==> config.mk <==
export PLATFORM = sky130hd
export DESIGN_NAME = dq_ctrl
export DESIGN_NICKNAME = d
export VERILOG_FILES = /design/src/dq_pkg.sv /design/src/dq_cnt.sv /design/src/dq_ctrl.sv
export SDC_FILE = /design/constraint.sdc
export NUM_CORES = 2
export LEC_CHECK = 0
export BUFFER_PORTS_ARGS = -buffer_cell sky130_fd_sc_hd__buf_2
export CAP_MARGIN = 30
export CELL_PAD_IN_SITES_DETAIL_PLACEMENT = 1
export CELL_PAD_IN_SITES_GLOBAL_PLACEMENT = 1
export CORE_ASPECT_RATIO = 1.2
export CORE_MARGIN = 4
export CORE_UTILIZATION = 46
export CTS_CLUSTER_SIZE = 40
export DETAILED_ROUTE_END_ITERATION = 10
export GPL_TIMING_DRIVEN = 1
export PLACE_DENSITY = 0.77
export SLEW_MARGIN = 40
export SYNTH_ARGS = -nofsm -noshare
export SYNTH_HDL_FRONTEND = slang
export SYNTH_SLANG_ARGS = --single-unit
export TNS_END_PERCENT = 10
==> constraint.sdc <==
create_clock -name clk -period 11.06 [get_ports clk]
set_input_delay 2.212 -clock clk [delete_from_list [all_inputs] [get_ports clk]]
set_output_delay 2.212 -clock clk [all_outputs]
set_load 0.02 [all_outputs]
==> src/dq_pkg.sv <==
// Package for the dynamic-Q inventory controller: constants and carriers
package dq_pkg;
	localparam int QW = 4;
	localparam int CW = 16;
	localparam logic [3:0] Q_START_RST = 4'h4;
	localparam logic [3:0] Q_MAX_RST = 4'hF;
	localparam logic [3:0] Q_MIN_RST = 4'h0;
	localparam logic [3:0] MULT_RST = 4'h1;
	localparam logic [15:0] REPS_RST = 16'h0010;
	localparam logic [3:0] HI_RST = 4'h2;
	localparam logic [3:0] LO_RST = 4'h1;
	// Register offsets (register port, 4-bit address)
	localparam logic [3:0] A_CTRL = 4'h0;
	localparam logic [3:0] A_QCFG = 4'h1;
	localparam logic [3:0] A_THR = 4'h2;
	localparam logic [3:0] A_REPS = 4'h3;
	localparam logic [3:0] A_STAT = 4'h4;
	localparam logic [3:0] A_RN16 = 4'h5;
	localparam logic [3:0] A_EPC = 4'h6;
	localparam logic [3:0] A_TAGS = 4'h7;
	// CTRL fields
	localparam int F_START = 0;
	localparam int F_MODE = 1;
	localparam int F_SESS = 4;
	// Modes
	localparam logic [1:0] M_DQ1 = 2'h1;
	localparam logic [1:0] M_DQ2 = 2'h2;
	localparam logic [1:0] M_DQ3 = 2'h3;
	// Air commands
	typedef enum logic [1:0] {
		CMD_QUERY = 2'h0,
		CMD_REP = 2'h1,
		CMD_ADJ = 2'h2
	} dq_cmd_t;
	typedef enum logic [1:0] {
		SLOT_EMPTY = 2'h0,
		SLOT_COLL = 2'h1,
		SLOT_READ = 2'h2
	} dq_res_t;
	typedef struct packed {
		logic valid;
		dq_cmd_t cmd;
		logic [3:0] q;
		logic [1:0] session;
		logic [2:0] updn;
	} dq_cmd_bus_t;
	typedef struct packed {
		logic valid;
		dq_res_t res;
	} dq_res_bus_t;
endpackage

==> src/dq_cnt.sv <==
// Slot result counters: RN16 timeouts, EPC timeouts and tag reads
`timescale 1ns/1ps
`default_nettype none
module dq_cnt #(
	parameter int W = 16
) (
	// Clock and reset
	input wire logic clk,
	input wire logic rst_n,
	// Control
	input wire logic clear,
	input wire logic valid,
	input wire dq_pkg::dq_res_t res,
	// Counts
	output logic [W-1:0] rn16_cnt,
	output logic [W-1:0] epc_cnt,
	output logic [W-1:0] tag_cnt
);
	typedef struct packed {
		logic [W-1:0] rn;
		logic [W-1:0] epc;
		logic [W-1:0] tag;
	} dq_cnt_st_t;
	dq_cnt_st_t s_reg, s_next;

	// Saturating increment keeps a long round from wrapping
	function automatic logic [W-1:0] sat_inc(input logic [W-1:0] v);
		sat_inc = (&v) ? v : v + 1'b1;
	endfunction

	// Count each slot result; clear wins for a fresh evaluation window
	always_comb begin
		s_next = s_reg;
		if (clear) begin
			s_next = '0;
		end else if (valid) begin
			unique case (res)
				dq_pkg::SLOT_EMPTY: s_next.rn = sat_inc(s_reg.rn);
				dq_pkg::SLOT_COLL: s_next.epc = sat_inc(s_reg.epc);
				dq_pkg::SLOT_READ: s_next.tag = sat_inc(s_reg.tag);
				default: s_next = s_reg;
			endcase
		end
	end

	always_ff @(posedge clk) begin
		if (!rst_n) begin
			s_reg <= '0;
		end else begin
			s_reg <= s_next;
		end
	end

	assign rn16_cnt = s_reg.rn;
	assign epc_cnt = s_reg.epc;
	assign tag_cnt = s_reg.tag;
endmodule
`default_nettype wire

==> src/dq_ctrl.sv <==
// Dynamic-Q inventory controller: Q steering, air commands, registers
//
// Summary of operation
// - Mode two changes Q by QueryAdjust
// - Mode two keeps the round going; a Query is sent when Q is unchanged
// - Mode two shares mode one parameters
// - Threshold mode: one round, one Query
// - At most two-power-Q minus one QueryReps
// - Threshold mode ignores repeat limit
// - Q starts at start, bounded min/max
// - RN16 excess beyond threshold lowers Q
// - Scaled EPC excess beyond threshold raises Q
// - Within threshold Q holds
// - Threshold is Q times multiplier, default one
// - EPC count scaled by EPC/RN16 ratio
// - QueryAdjust on Q change or slots done
// - End at minimum Q with no reads
// - One session held for whole round
// - Mode one: Query plus repeat-limit QueryReps
// - Mode one: high/low factors steer Q
// - Mode one ends on empty Q-zero round
`timescale 1ns/1ps
`default_nettype none
module dq_ctrl #(
	parameter int CW = dq_pkg::CW
) (
	// Clock and reset
	input wire logic clk,
	input wire logic rst_n,
	// Register port
	input wire logic [3:0] reg_addr,
	input wire logic [15:0] reg_wdata,
	input wire logic reg_wr,
	input wire logic reg_rd,
	output logic [15:0] reg_rdata,
	// Air command request and acceptance by the modem
	output dq_pkg::dq_cmd_bus_t cmd_out,
	input wire logic cmd_ready,
	// Slot result from the modem
	input wire dq_pkg::dq_res_bus_t res_in,
	// Status
	output logic busy
);
	typedef enum logic [4:0] {
		ST_IDLE = 5'b00001,
		ST_ISSUE = 5'b00010,
		ST_WAIT = 5'b00100,
		ST_EVAL = 5'b01000,
		ST_DONE = 5'b10000
	} dq_state_t;

	typedef struct packed {
		dq_state_t st;
		logic [1:0] mode;
		logic [1:0] sess;
		logic [1:0] sess_run;
		logic [3:0] q_start;
		logic [3:0] q_max;
		logic [3:0] q_min;
		logic [3:0] mult;
		logic [3:0] hi_f;
		logic [3:0] lo_f;
		logic [15:0] reps;
		logic [3:0] q;
		dq_pkg::dq_cmd_t cmd;
		logic [2:0] updn;
		logic [16:0] slot;
		logic round_read;
		logic cnt_clr;
		logic [15:0] rdata;
	} dq_st_t;

	dq_st_t s_reg, s_next;
	logic [CW-1:0] rn16_cnt, epc_cnt, tag_cnt;
	logic [CW-1:0] epc_adj;
	logic [CW+3:0] thr;
	logic [CW+3:0] rn_w, epc_w;
	logic [16:0] slots_q;
	logic dec_q, inc_q, hi_hit, lo_hit;
	logic [CW+3:0] hi_prod, lo_prod;
	logic [3:0] q_rnd;
	logic round_end;

	// Result counters live in their own module
	dq_cnt #(.W(CW)) u_cnt (
		.clk(clk),
		.rst_n(rst_n),
		.clear(s_reg.cnt_clr),
		.valid(res_in.valid),
		.res(res_in.res),
		.rn16_cnt(rn16_cnt),
		.epc_cnt(epc_cnt),
		.tag_cnt(tag_cnt)
	);

	// Q bump that saturates at the programmed bounds
	function automatic logic [3:0] q_step(input logic [3:0] q,
		input logic up, input logic [3:0] lo, input logic [3:0] hi);
		if (up) begin
			q_step = (q >= hi) ? hi : q + 4'h1;
		end else begin
			q_step = (q <= lo) ? lo : q - 4'h1;
		end
	endfunction

	// Clamp a programmed start Q into the legal range
	function automatic logic [3:0] q_clamp(input logic [3:0] q,
		input logic [3:0] lo, input logic [3:0] hi);
		if (q > hi) begin
			q_clamp = hi;
		end else if (q < lo) begin
			q_clamp = lo;
		end else begin
			q_clamp = q;
		end
	endfunction

	// Threshold arithmetic. Scaling EPC by EPC/RN16 gives EPC*EPC/RN16;
	// a divider would be large, so compare by cross-multiplying instead.
	always_comb begin
		epc_adj = epc_cnt;
		rn_w = {4'h0, rn16_cnt};
		epc_w = {4'h0, epc_adj};
		thr = {{(CW-4){1'b0}}, {4'h0, s_reg.q} * {4'h0, s_reg.mult}};
		slots_q = 17'h1 << s_reg.q;
		dec_q = 1'b0;
		inc_q = 1'b0;
		if (rn16_cnt == '0) begin
			// Ratio taken as one while no RN16 timeout was seen
			dec_q = 1'b0;
			inc_q = epc_w > thr;
		end else begin
			// epc*epc > rn*(rn+thr) means scaled EPC exceeds RN16 + thr
			// rn*rn > epc*epc + rn*thr means RN16 exceeds scaled EPC + thr
			dec_q = (rn_w * rn_w) > (epc_w * epc_w) + rn_w * thr;
			inc_q = (epc_w * epc_w) > rn_w * (rn_w + thr);
		end
		hi_prod = epc_w * {{CW{1'b0}}, s_reg.hi_f};
		lo_prod = epc_w * {{CW{1'b0}}, s_reg.lo_f};
		hi_hit = rn_w > hi_prod;
		lo_hit = rn_w < lo_prod;
		// Next round's Q; high wins if both factors fire
		q_rnd = hi_hit ? q_step(s_reg.q, 1'b0, s_reg.q_min, s_reg.q_max) :
			lo_hit ? q_step(s_reg.q, 1'b1, s_reg.q_min, s_reg.q_max) :
			s_reg.q;
	end

	// Round ends at repeat limit (mode one/two) or slot count (mode three)
	always_comb begin
		if (s_reg.mode == dq_pkg::M_DQ3) begin
			round_end = s_reg.slot >= slots_q - 17'h1;
		end else begin
			round_end = s_reg.slot >= {1'b0, s_reg.reps};
		end
	end

	// Next-state logic: registers, sequencer and Q adjustment
	always_comb begin
		s_next = s_reg;
		s_next.cnt_clr = 1'b0;
		s_next.rdata = 16'h0000;
		if (reg_rd) begin
			unique case (reg_addr)
				dq_pkg::A_CTRL: s_next.rdata = {10'h000, s_reg.sess,
					1'b0, s_reg.mode, busy};
				dq_pkg::A_QCFG: s_next.rdata = {s_reg.mult, s_reg.q_min,
					s_reg.q_max, s_reg.q_start};
				dq_pkg::A_THR: s_next.rdata = {8'h00, s_reg.hi_f, s_reg.lo_f};
				dq_pkg::A_REPS: s_next.rdata = s_reg.reps;
				dq_pkg::A_STAT: s_next.rdata = {7'h00, s_reg.st, s_reg.q};
				dq_pkg::A_RN16: s_next.rdata = rn16_cnt[15:0];
				dq_pkg::A_EPC: s_next.rdata = epc_cnt[15:0];
				dq_pkg::A_TAGS: s_next.rdata = tag_cnt[15:0];
				default: s_next.rdata = 16'h0000;
			endcase
		end
		// Configuration writes apply at the next clock edge, also while busy
		if (reg_wr) begin
			unique case (reg_addr)
				dq_pkg::A_CTRL: begin
					s_next.mode = reg_wdata[dq_pkg::F_MODE +: 2];
					s_next.sess = reg_wdata[dq_pkg::F_SESS +: 2];
				end
				dq_pkg::A_QCFG: begin
					s_next.q_start = reg_wdata[3:0];
					s_next.q_max = reg_wdata[7:4];
					s_next.q_min = reg_wdata[11:8];
					s_next.mult = reg_wdata[15:12];
				end
				dq_pkg::A_THR: begin
					s_next.lo_f = reg_wdata[3:0];
					s_next.hi_f = reg_wdata[7:4];
				end
				dq_pkg::A_REPS: s_next.reps = reg_wdata;
				default: s_next.reps = s_reg.reps;
			endcase
		end
		unique case (s_reg.st)
			ST_IDLE: begin
				if (reg_wr && reg_addr == dq_pkg::A_CTRL &&
					reg_wdata[dq_pkg::F_START] &&
					reg_wdata[dq_pkg::F_MODE +: 2] != 2'h0) begin
					s_next.q = q_clamp(s_reg.q_start, s_reg.q_min,
						s_reg.q_max);
					s_next.sess_run = reg_wdata[dq_pkg::F_SESS +: 2];
					s_next.cmd = dq_pkg::CMD_QUERY;
					s_next.updn = 3'h0;
					s_next.slot = 17'h0;
					s_next.round_read = 1'b0;
					s_next.cnt_clr = 1'b1;
					s_next.st = ST_ISSUE;
				end
			end
			ST_ISSUE: begin
				if (cmd_ready) begin
					s_next.st = ST_WAIT;
				end
			end
			ST_WAIT: begin
				if (res_in.valid) begin
					if (res_in.res == dq_dq_read()) begin
						s_next.round_read = 1'b1;
					end
					s_next.st = ST_EVAL;
				end
			end
			ST_EVAL: begin
				s_next.st = ST_ISSUE;
				s_next.slot = s_reg.slot + 17'h1;
				s_next.cmd = dq_pkg::CMD_REP;
				s_next.updn = 3'h0;
				if (s_reg.mode == dq_pkg::M_DQ3) begin
					// Continuous evaluation after every slot
					if ((dec_q && s_reg.q != s_reg.q_min) ||
						(inc_q && s_reg.q != s_reg.q_max)) begin
						s_next.q = q_step(s_reg.q, inc_q, s_reg.q_min,
							s_reg.q_max);
						s_next.updn = inc_q ? 3'h6 : 3'h3;
						s_next.cmd = dq_pkg::CMD_ADJ;
						s_next.slot = 17'h0;
						s_next.cnt_clr = 1'b1;
					end else if (round_end) begin
						if (s_reg.q == s_reg.q_min && !s_reg.round_read) begin
							s_next.st = ST_DONE;
						end else begin
							s_next.cmd = dq_pkg::CMD_ADJ;
							s_next.updn = 3'h0;
							s_next.slot = 17'h0;
							s_next.round_read = 1'b0;
						end
					end
				end else if (round_end) begin
					// Modes one and two evaluate at the round's end
					if (s_reg.q == 4'h0 && !s_reg.round_read) begin
						s_next.st = ST_DONE;
					end else begin
						s_next.q = q_rnd;
						s_next.slot = 17'h0;
						s_next.round_read = 1'b0;
						s_next.cnt_clr = 1'b1;
						// A saturated Q is no change, so no Adjust is sent
						if (s_reg.mode == dq_pkg::M_DQ2 &&
							q_rnd != s_reg.q) begin
							s_next.cmd = dq_pkg::CMD_ADJ;
							s_next.updn = (q_rnd > s_reg.q) ? 3'h6 : 3'h3;
						end else begin
							s_next.cmd = dq_pkg::CMD_QUERY;
						end
					end
				end
			end
			ST_DONE: begin
				s_next.st = ST_IDLE;
			end
			default: s_next.st = ST_IDLE;
		endcase
	end

	// Single state register
	always_ff @(posedge clk) begin
		if (!rst_n) begin
			s_reg <= '{st: ST_IDLE, mode: dq_pkg::M_DQ3,
				sess: 2'h0, sess_run: 2'h0,
				q_start: dq_pkg::Q_START_RST, q_max: dq_pkg::Q_MAX_RST,
				q_min: dq_pkg::Q_MIN_RST, mult: dq_pkg::MULT_RST,
				hi_f: dq_pkg::HI_RST, lo_f: dq_pkg::LO_RST,
				reps: dq_pkg::REPS_RST, q: dq_pkg::Q_START_RST,
				cmd: dq_pkg::CMD_QUERY, updn: 3'h0, slot: 17'h0,
				round_read: 1'b0, cnt_clr: 1'b0, rdata: 16'h0000};
		end else begin
			s_reg <= s_next;
		end
	end

	// Outputs: request valid is a handshake, data come from registers
	assign busy = s_reg.st != ST_IDLE;
	assign reg_rdata = s_reg.rdata;
	assign cmd_out.valid = s_reg.st == ST_ISSUE;
	assign cmd_out.cmd = s_reg.cmd;
	assign cmd_out.q = s_reg.q;
	assign cmd_out.session = s_reg.sess_run;
	assign cmd_out.updn = s_reg.updn;

	// Read result code, kept as a function for clarity of the compare
	function automatic dq_pkg::dq_res_t dq_dq_read();
		dq_dq_read = dq_pkg::SLOT_READ;
	endfunction
endmodule
`default_nettype wire

* Word level (Yosys, flattened, before mapping) *
Index checks and enable logic that the tools add are counted.

word-level totals
  register bits = 143
  latch bits = 0
  memory bits (writable) = 0
  memory bits (read-only) = 0
  input bits = 28
  output and inout bits = 29
  logic and storage cells = 158
  memories kept = 0

cells by class
  add/sub/neg operators = 9
  $mul = 7
  divide/modulo/power cells = 0
  order comparisons = 12
  equality and inequality tests = 30
  shift operators = 1
  muxes and demuxes = 40
  bitwise operators = 4
  reduce and logical (&&, ||, !) cells = 34

operators with widths
  kind                     number
  $pmux W16 S8             1
  $mux W28                 4
  $pmux W26 S2             1
  $add A16 B1 Y16 const B  3
  $reduce_and A16 Y1       3
  $mux W23                 2
  $mux W5                  9
  $gt A20 B20 Y1           2
  $mul A16 B16 Y20         2
  $mul A16 B4 Y20          2
  $mux W4                  8
  $mux W22                 1
  $add A20 B20 Y20         1
  $gt A16 B20 Y1           1
  $lt A16 B20 Y1           1
  $mul A16 B17 Y20         1
  $mul A16 B8 Y20          1
  $pmux W5 S4              1
  $ne A3 B3 Y1 const B     6
  $add A16 B8 Y17          1
  $add A17 B1 Y17 const B  1
  $ge A17 B16 Y1           1
  $ge A17 B17 Y1           1
  $shl A1 B4 Y17 const A   1
  other kinds (42)         82

* Logic depth before layout (Yosys ltp) *
  depth in word-level cells = 11
  depth in mapped cells = 51
  gate-level depth less buffers = 46

* Cells and area by module *
A second synthesis with hierarchy kept.

second synthesis, totals
  cell total of the unflattened synthesis = 4117
  area, all modules = 34214.1 um2

modules (own cells, without submodules)
  module   instances  cells each  area an instance (um2)  seq. area each (um2)
  dq_ctrl  1          3813        31695.4                 1901.8
  dq_cnt   1          304         2518.7                  960.9

* Worst setup path before layout *
Ideal clock, no wire load.

  path type = reg-to-reg
  start = register s_reg (netlist bit cmd_out[7])
  end = register s_reg[24] (netlist bit)
  setup time = 0.120 ns
  arrival time = 11.787 ns
  required time = 10.940 ns
  setup slack = -0.846 ns
  stages on the path, launching flop included = 48
  buffers on the path = 4
  clock period less this slack = 11.906 ns
  cells stage by stage = dfxtp_1 clkbuf_1 clkbuf_1 nand2_1 fa_1 inv_1 fa_1 fa_1 a21o_1 a21oi_1 xnor2_1 clkbuf_1 ha_1 nor3_1 nor2_1 nand4_1 and2_1 nor2_1 (+12 left out) xnor2_1 xnor2_1 xnor2_1 xnor2_1 xnor3_1 xor3_1 xnor3_1 xnor2_1 ha_1 and4_1 nand3_1 o31ai_1 o21ai_2 o21a_1 o211ai_2 clkbuf_1 nor3_1 a211o_1

on the way
  word-level cells in the longest chain between the ends = 10
  elaborated cells on any way between the ends = 30
  classes of those cells = add/sub: 3; mul: 3; order compare: 4; eq/ne: 3; shift: 1; mux: 10; reduce/logical: 6

ends and longest elaborated chain
  element                                               RTL line                        text
  start: declaration                                    dq_ctrl.sv:73                   dq_st_t s_reg, s_next;
  start signal: assignment                              dq_ctrl.sv:282                  s_reg <= '{st: ST_IDLE, mode: dq_pkg::M_DQ3,
  start signal: assignment                              dq_ctrl.sv:291                  s_reg <= s_next;
  $mul A4 B4 Y8                                         dq_ctrl.sv:124                  thr = {{(CW-4){1'b0}}, {4'h0, s_reg.q} * {4'h0, s_reg.mult}};
  $mul A16 B8 Y20 or $add A16 B8 Y17 (tied branches)    dq_ctrl.sv:135, dq_ctrl.sv:136
  $add A20 B20 Y20 or $mul A16 B17 Y20 (tied branches)  dq_ctrl.sv:135, dq_ctrl.sv:136
  $gt A20 B20 Y1 (on tied branches)                     dq_ctrl.sv:135, dq_ctrl.sv:136
  $mux W1                                               dq_ctrl.sv:128                  if (rn16_cnt == '0) begin
  $logic_and A1 B1 Y1 (on tied branches)                dq_ctrl.sv:234, dq_ctrl.sv:235
  $logic_or A1 B1 Y1                                    dq_ctrl.sv:234                  if ((dec_q && s_reg.q != s_reg.q_min) ||
  $mux W22                                              dq_ctrl.sv:234
  $mux W28 (*)                                          dq_ctrl.sv:232                  if (s_reg.mode == dq_pkg::M_DQ3) begin
  $pmux W26 S2 (*)                                      dq_ctrl.sv:198                  unique case (s_reg.st)

Every way passes the cells marked *; elsewhere a longest branch is shown, timed or not. The select of a mux whose other input is x is not followed.
A chain may end at the register's enable or synchronous reset.

* Worst setup path after layout *
  start = register s_reg (netlist bit cmd_out[5])
  end = register s_reg[30] (netlist bit)

Same word-level chain as after synthesis.

==> qor.log <==
INFO  setup_path     worstSetupPathDepth=46
INFO  setup_path     cp-end-kind=register
INFO  cts            clock_tree.root_cell=clkbuf_16
INFO  cts            clock_insertion_delay_worst_skew=0.47ns
INFO  routing        detailedRoute.firstIterationViolations=1440
INFO  final_layout   area_grow_syn2layout=10.36%
INFO  pwr            pwr_density_cell=35.11nW/um^2
INFO  floorplan      start_util=46.63%
INFO  setup_path     path_max_fanout=7
INFO  global_route   grt_pass1_vias=31870
INFO  synth          synth.lib_cells_used.distinct=79
INFO  cts            clock_sink_count=143
INFO  pwr            leakage=0.01817uW
INFO  setup_path     worstSetupPathType=register to register
INFO  placed_design  place_hpwl=87.76mm
INFO  cts            tritoncts=done
INFO  sta            worst_margin_pin_slew=0.8773ns
INFO  sta            fmax=0.09015GHz
INFO  outcome        failed_checks=setup timing
INFO  final_layout   design_area=37350squm
INFO  synth          synthArstFlopShare=0%
INFO  routing        drc=0
INFO  synth          netlist_top_cells_area=fa_1 (31%), ha_1 (15%), inv_1 (8.7%)
INFO  global_route   grt_start_max_net_pins=49
INFO  synth          yosys.area.top_type_share=30.76%
INFO  global_route   grt_pass1_wl=176.3mm
INFO  synth          synth.yosys.warnings=0
INFO  synth          synth-seq-cells=143
INFO  sta            skew=0.01376ns
INFO  global_route   grt_util_all_layers=28.61%
INFO  final_layout   layout-drive-gt1-share=10.80%
INFO  min_path       worst_hold_path_type=register to register
INFO  setup_path     start_kind=register
INFO  global_route   grt_antenna_before_repair=1
INFO  synth          post-synth-top-count-cell=inv_1
INFO  setup_path     cp_slowest_stage_delay=0.62ns
INFO  sta            finalWorstPathRequiredPeriod=11.09ns
INFO  cts            clk_path_buf_depth=2
INFO  routing        detail_route.wl_per_cell=22.06um
INFO  final_layout   seqCellArea=2885squm
INFO  sta            final_max_slew_viol_count=0
INFO  pwr            power.ir.vdd_worst=0.1876mV
INFO  placed_design  post_placement_worst_setup_slack=-0.5746ns
INFO  global_route   grt-busiest-layer=met2
INFO  floorplan      core-area=72560squm
INFO  global_route   globalRouteMet2Util=52.25%
INFO  placed_design  placed_cell_area=35890squm
INFO  setup_path     critical_path.top_delay_family=adder cells
INFO  sta            postLayoutSetupSlackWorst=-0.03211ns
INFO  sta            setup_repair_after_global_routing_missed_its_margin=yes
INFO  final_layout   nets=5112
INFO  routing        drtPass1Iterations=5
INFO  sta            number_of_hold_slack_violations_in_the_final_timing_report=0
INFO  synth          syn_inst=4079
INFO  setup_path     cpMostUsedCell=fa_1
INFO  synth          synthesis.area=33840squm
INFO  floorplan      design.die.area=77990squm
INFO  global_route   met1_usage=33.06%
INFO  setup_path     critical_path_arrival=11.50ns
INFO  sta            final.setup.tns=-0.1253ns
INFO  synth          synth_area_per_cell=8.296squm
INFO  cts            clock_transition_at_the_registers_of_the_reported_paths=0.07ns
INFO  floorplan      io_pins=57
INFO  sta            timing.max_slew.rel_slack=41.43%
INFO  global_route   globalRouteOverflowTotal=0
INFO  cts            cts_made_buffers=17
INFO  routing        total_routed_length=112.6mm
INFO  outcome        outcome=finished, violations left
INFO  setup_path     r2r_cells=46
INFO  pwr            total_power=1311uW
INFO  routing        detailroute.via_count=28870
INFO  routing        ant_nets=0
INFO  cts            htree_levels=4
INFO  flow_run       max_cap_violations=0
INFO  floorplan      die_w=255.6um
INFO  placed_design  port_buffers=56
INFO  setup_path     critical_path_required=11.46ns
INFO  setup_path     slowest_cell_on_the_critical_path=fa_1
INFO  routing        drt-vias-per-instance=5.658
INFO  synth          synth_top_area_cell=fa_1
INFO  final_layout   n_antenna_cell=0
INFO  sta            finalSetupViolCount=8
INFO  placed_design  place_congestion=0.8974
INFO  synth          synthFlopType=dfxtp_1
INFO  final_layout   multi_input_comb_area=27940squm
INFO  floorplan      die_height=305.1um
INFO  synth          postSynthNetCount=5035
INFO  synth          post_synth_edffs=0
INFO  sta            final_min_period_over_clock_period=100.3%
INFO  min_path       worstHoldPathCells=2
INFO  floorplan      num_rows=108
INFO  synth          post_synth_most_frequent_cells=inv_1 (783), fa_1 (520), nand2_1 (502)
INFO  setup_path     critical_path_buf_inv_count=7
INFO  final_layout   largest_register_ffs=68
INFO  final_layout   fillerInstances=8733
INFO  global_route   met3_usage=2.666%
INFO  synth          ys_seq_area_share=8.460%
-- per-layer routing --
layer	up-vias	part of all wire (%)
met3	356	4.1
met1	14790	38
met2	776	51
li1	12960	-
met4	0	6.6
met5	-	0
-- power breakdown --
group          switching (uW)  internal (uW)  total, uW
sequential               13.7            524        537
combinational             149           69.9        219
clock                     267            288        555
total                     430            882       1310
-- worst min-delay path, stage by stage (launching register included) --
cell and delay [ns]:
dfxtp_1 0.31, nand2_1 0.05, a21oi_1 0.05
-- repair_timing --
action / in CTS / in global routing
gates resized for setup: 48 / 116
endpoints found under the setup margin: 30 / 30
setup buffers: 7 / 20
pin swaps: 15 / 108
cloned: 0 / 1
hold buffers: 0 / 0
-- path summary, 6_finish.rpt --
path,from,to,slack [ns]
max,cmd_out[5]$_SDFFE_PN0P_,s_reg[30]$_SDFFE_PN0P_,-0.03
min,cmd_out[4]$_SDFFE_PN0P_,cmd_out[4]$_SDFFE_PN0P_,0.46
min reg2reg,cmd_out[4]$_SDFFE_PN0P_,cmd_out[4]$_SDFFE_PN0P_,0.46
max reg2reg,cmd_out[5]$_SDFFE_PN0P_,s_reg[30]$_SDFFE_PN0P_,-0.03
-- stage by stage --
stage                     utilization [%]  hold WS, ns  std cells
after floorplan                         -       0.4367       4079
after global placement              49.43       0.4466       5047
after detailed placement            49.46       0.4513       5047
after CTS                           50.60       0.4668       5085
after global routing                51.47       0.4924       5103
final                               51.47       0.4609       5103
-- placed cells by master, fill, tap and decap left out, types with 39 or more instances in the layout --
cell,synthesis,layout
inv_1,783,769
buf_4,27,184
and2_1,224,218
fa_1,520,514
xnor2_1,125,119
ha_1,408,394
o21ai_0,93,77
buf_2,2,56
nor2b_1,39,39
dfxtp_1,143,127
xor2_1,73,65
nand3_1,70,68
a21oi_1,162,151
nor2_1,207,198
a21o_1,42,42
nand2_1,502,496
-- area by class of cell --
class | count | share of cell area [%]
Timing Repair Buffer | 254 | 5.012
Clock inverter | 14 | 0.2848
Tap cell | 935 | 3.133
Inverter | 785 | 7.890
Clock buffer | 17 | 1.139
Multi-Input combinational cell | 2955 | 74.82
Sequential cell | 143 | 7.726
-- logic make-up (layout without fill, tap and decap cells) --
group | count (synthesis) | in the layout | share of synthesized area [%]
other cells | 1 | 1 | 0.01108
simple gates | 1264 | 1264 | 17.94
fa+ha+maj | 928 | 928 | 45.85
mux | 36 | 36 | 1.113
flops | 143 | 143 | 8.460
buf+inv | 981 | 1070 | 11.19
compound gates | 524 | 524 | 10.05
xor+xnor | 202 | 202 | 5.394
Power figures use the tool's default switching activity.
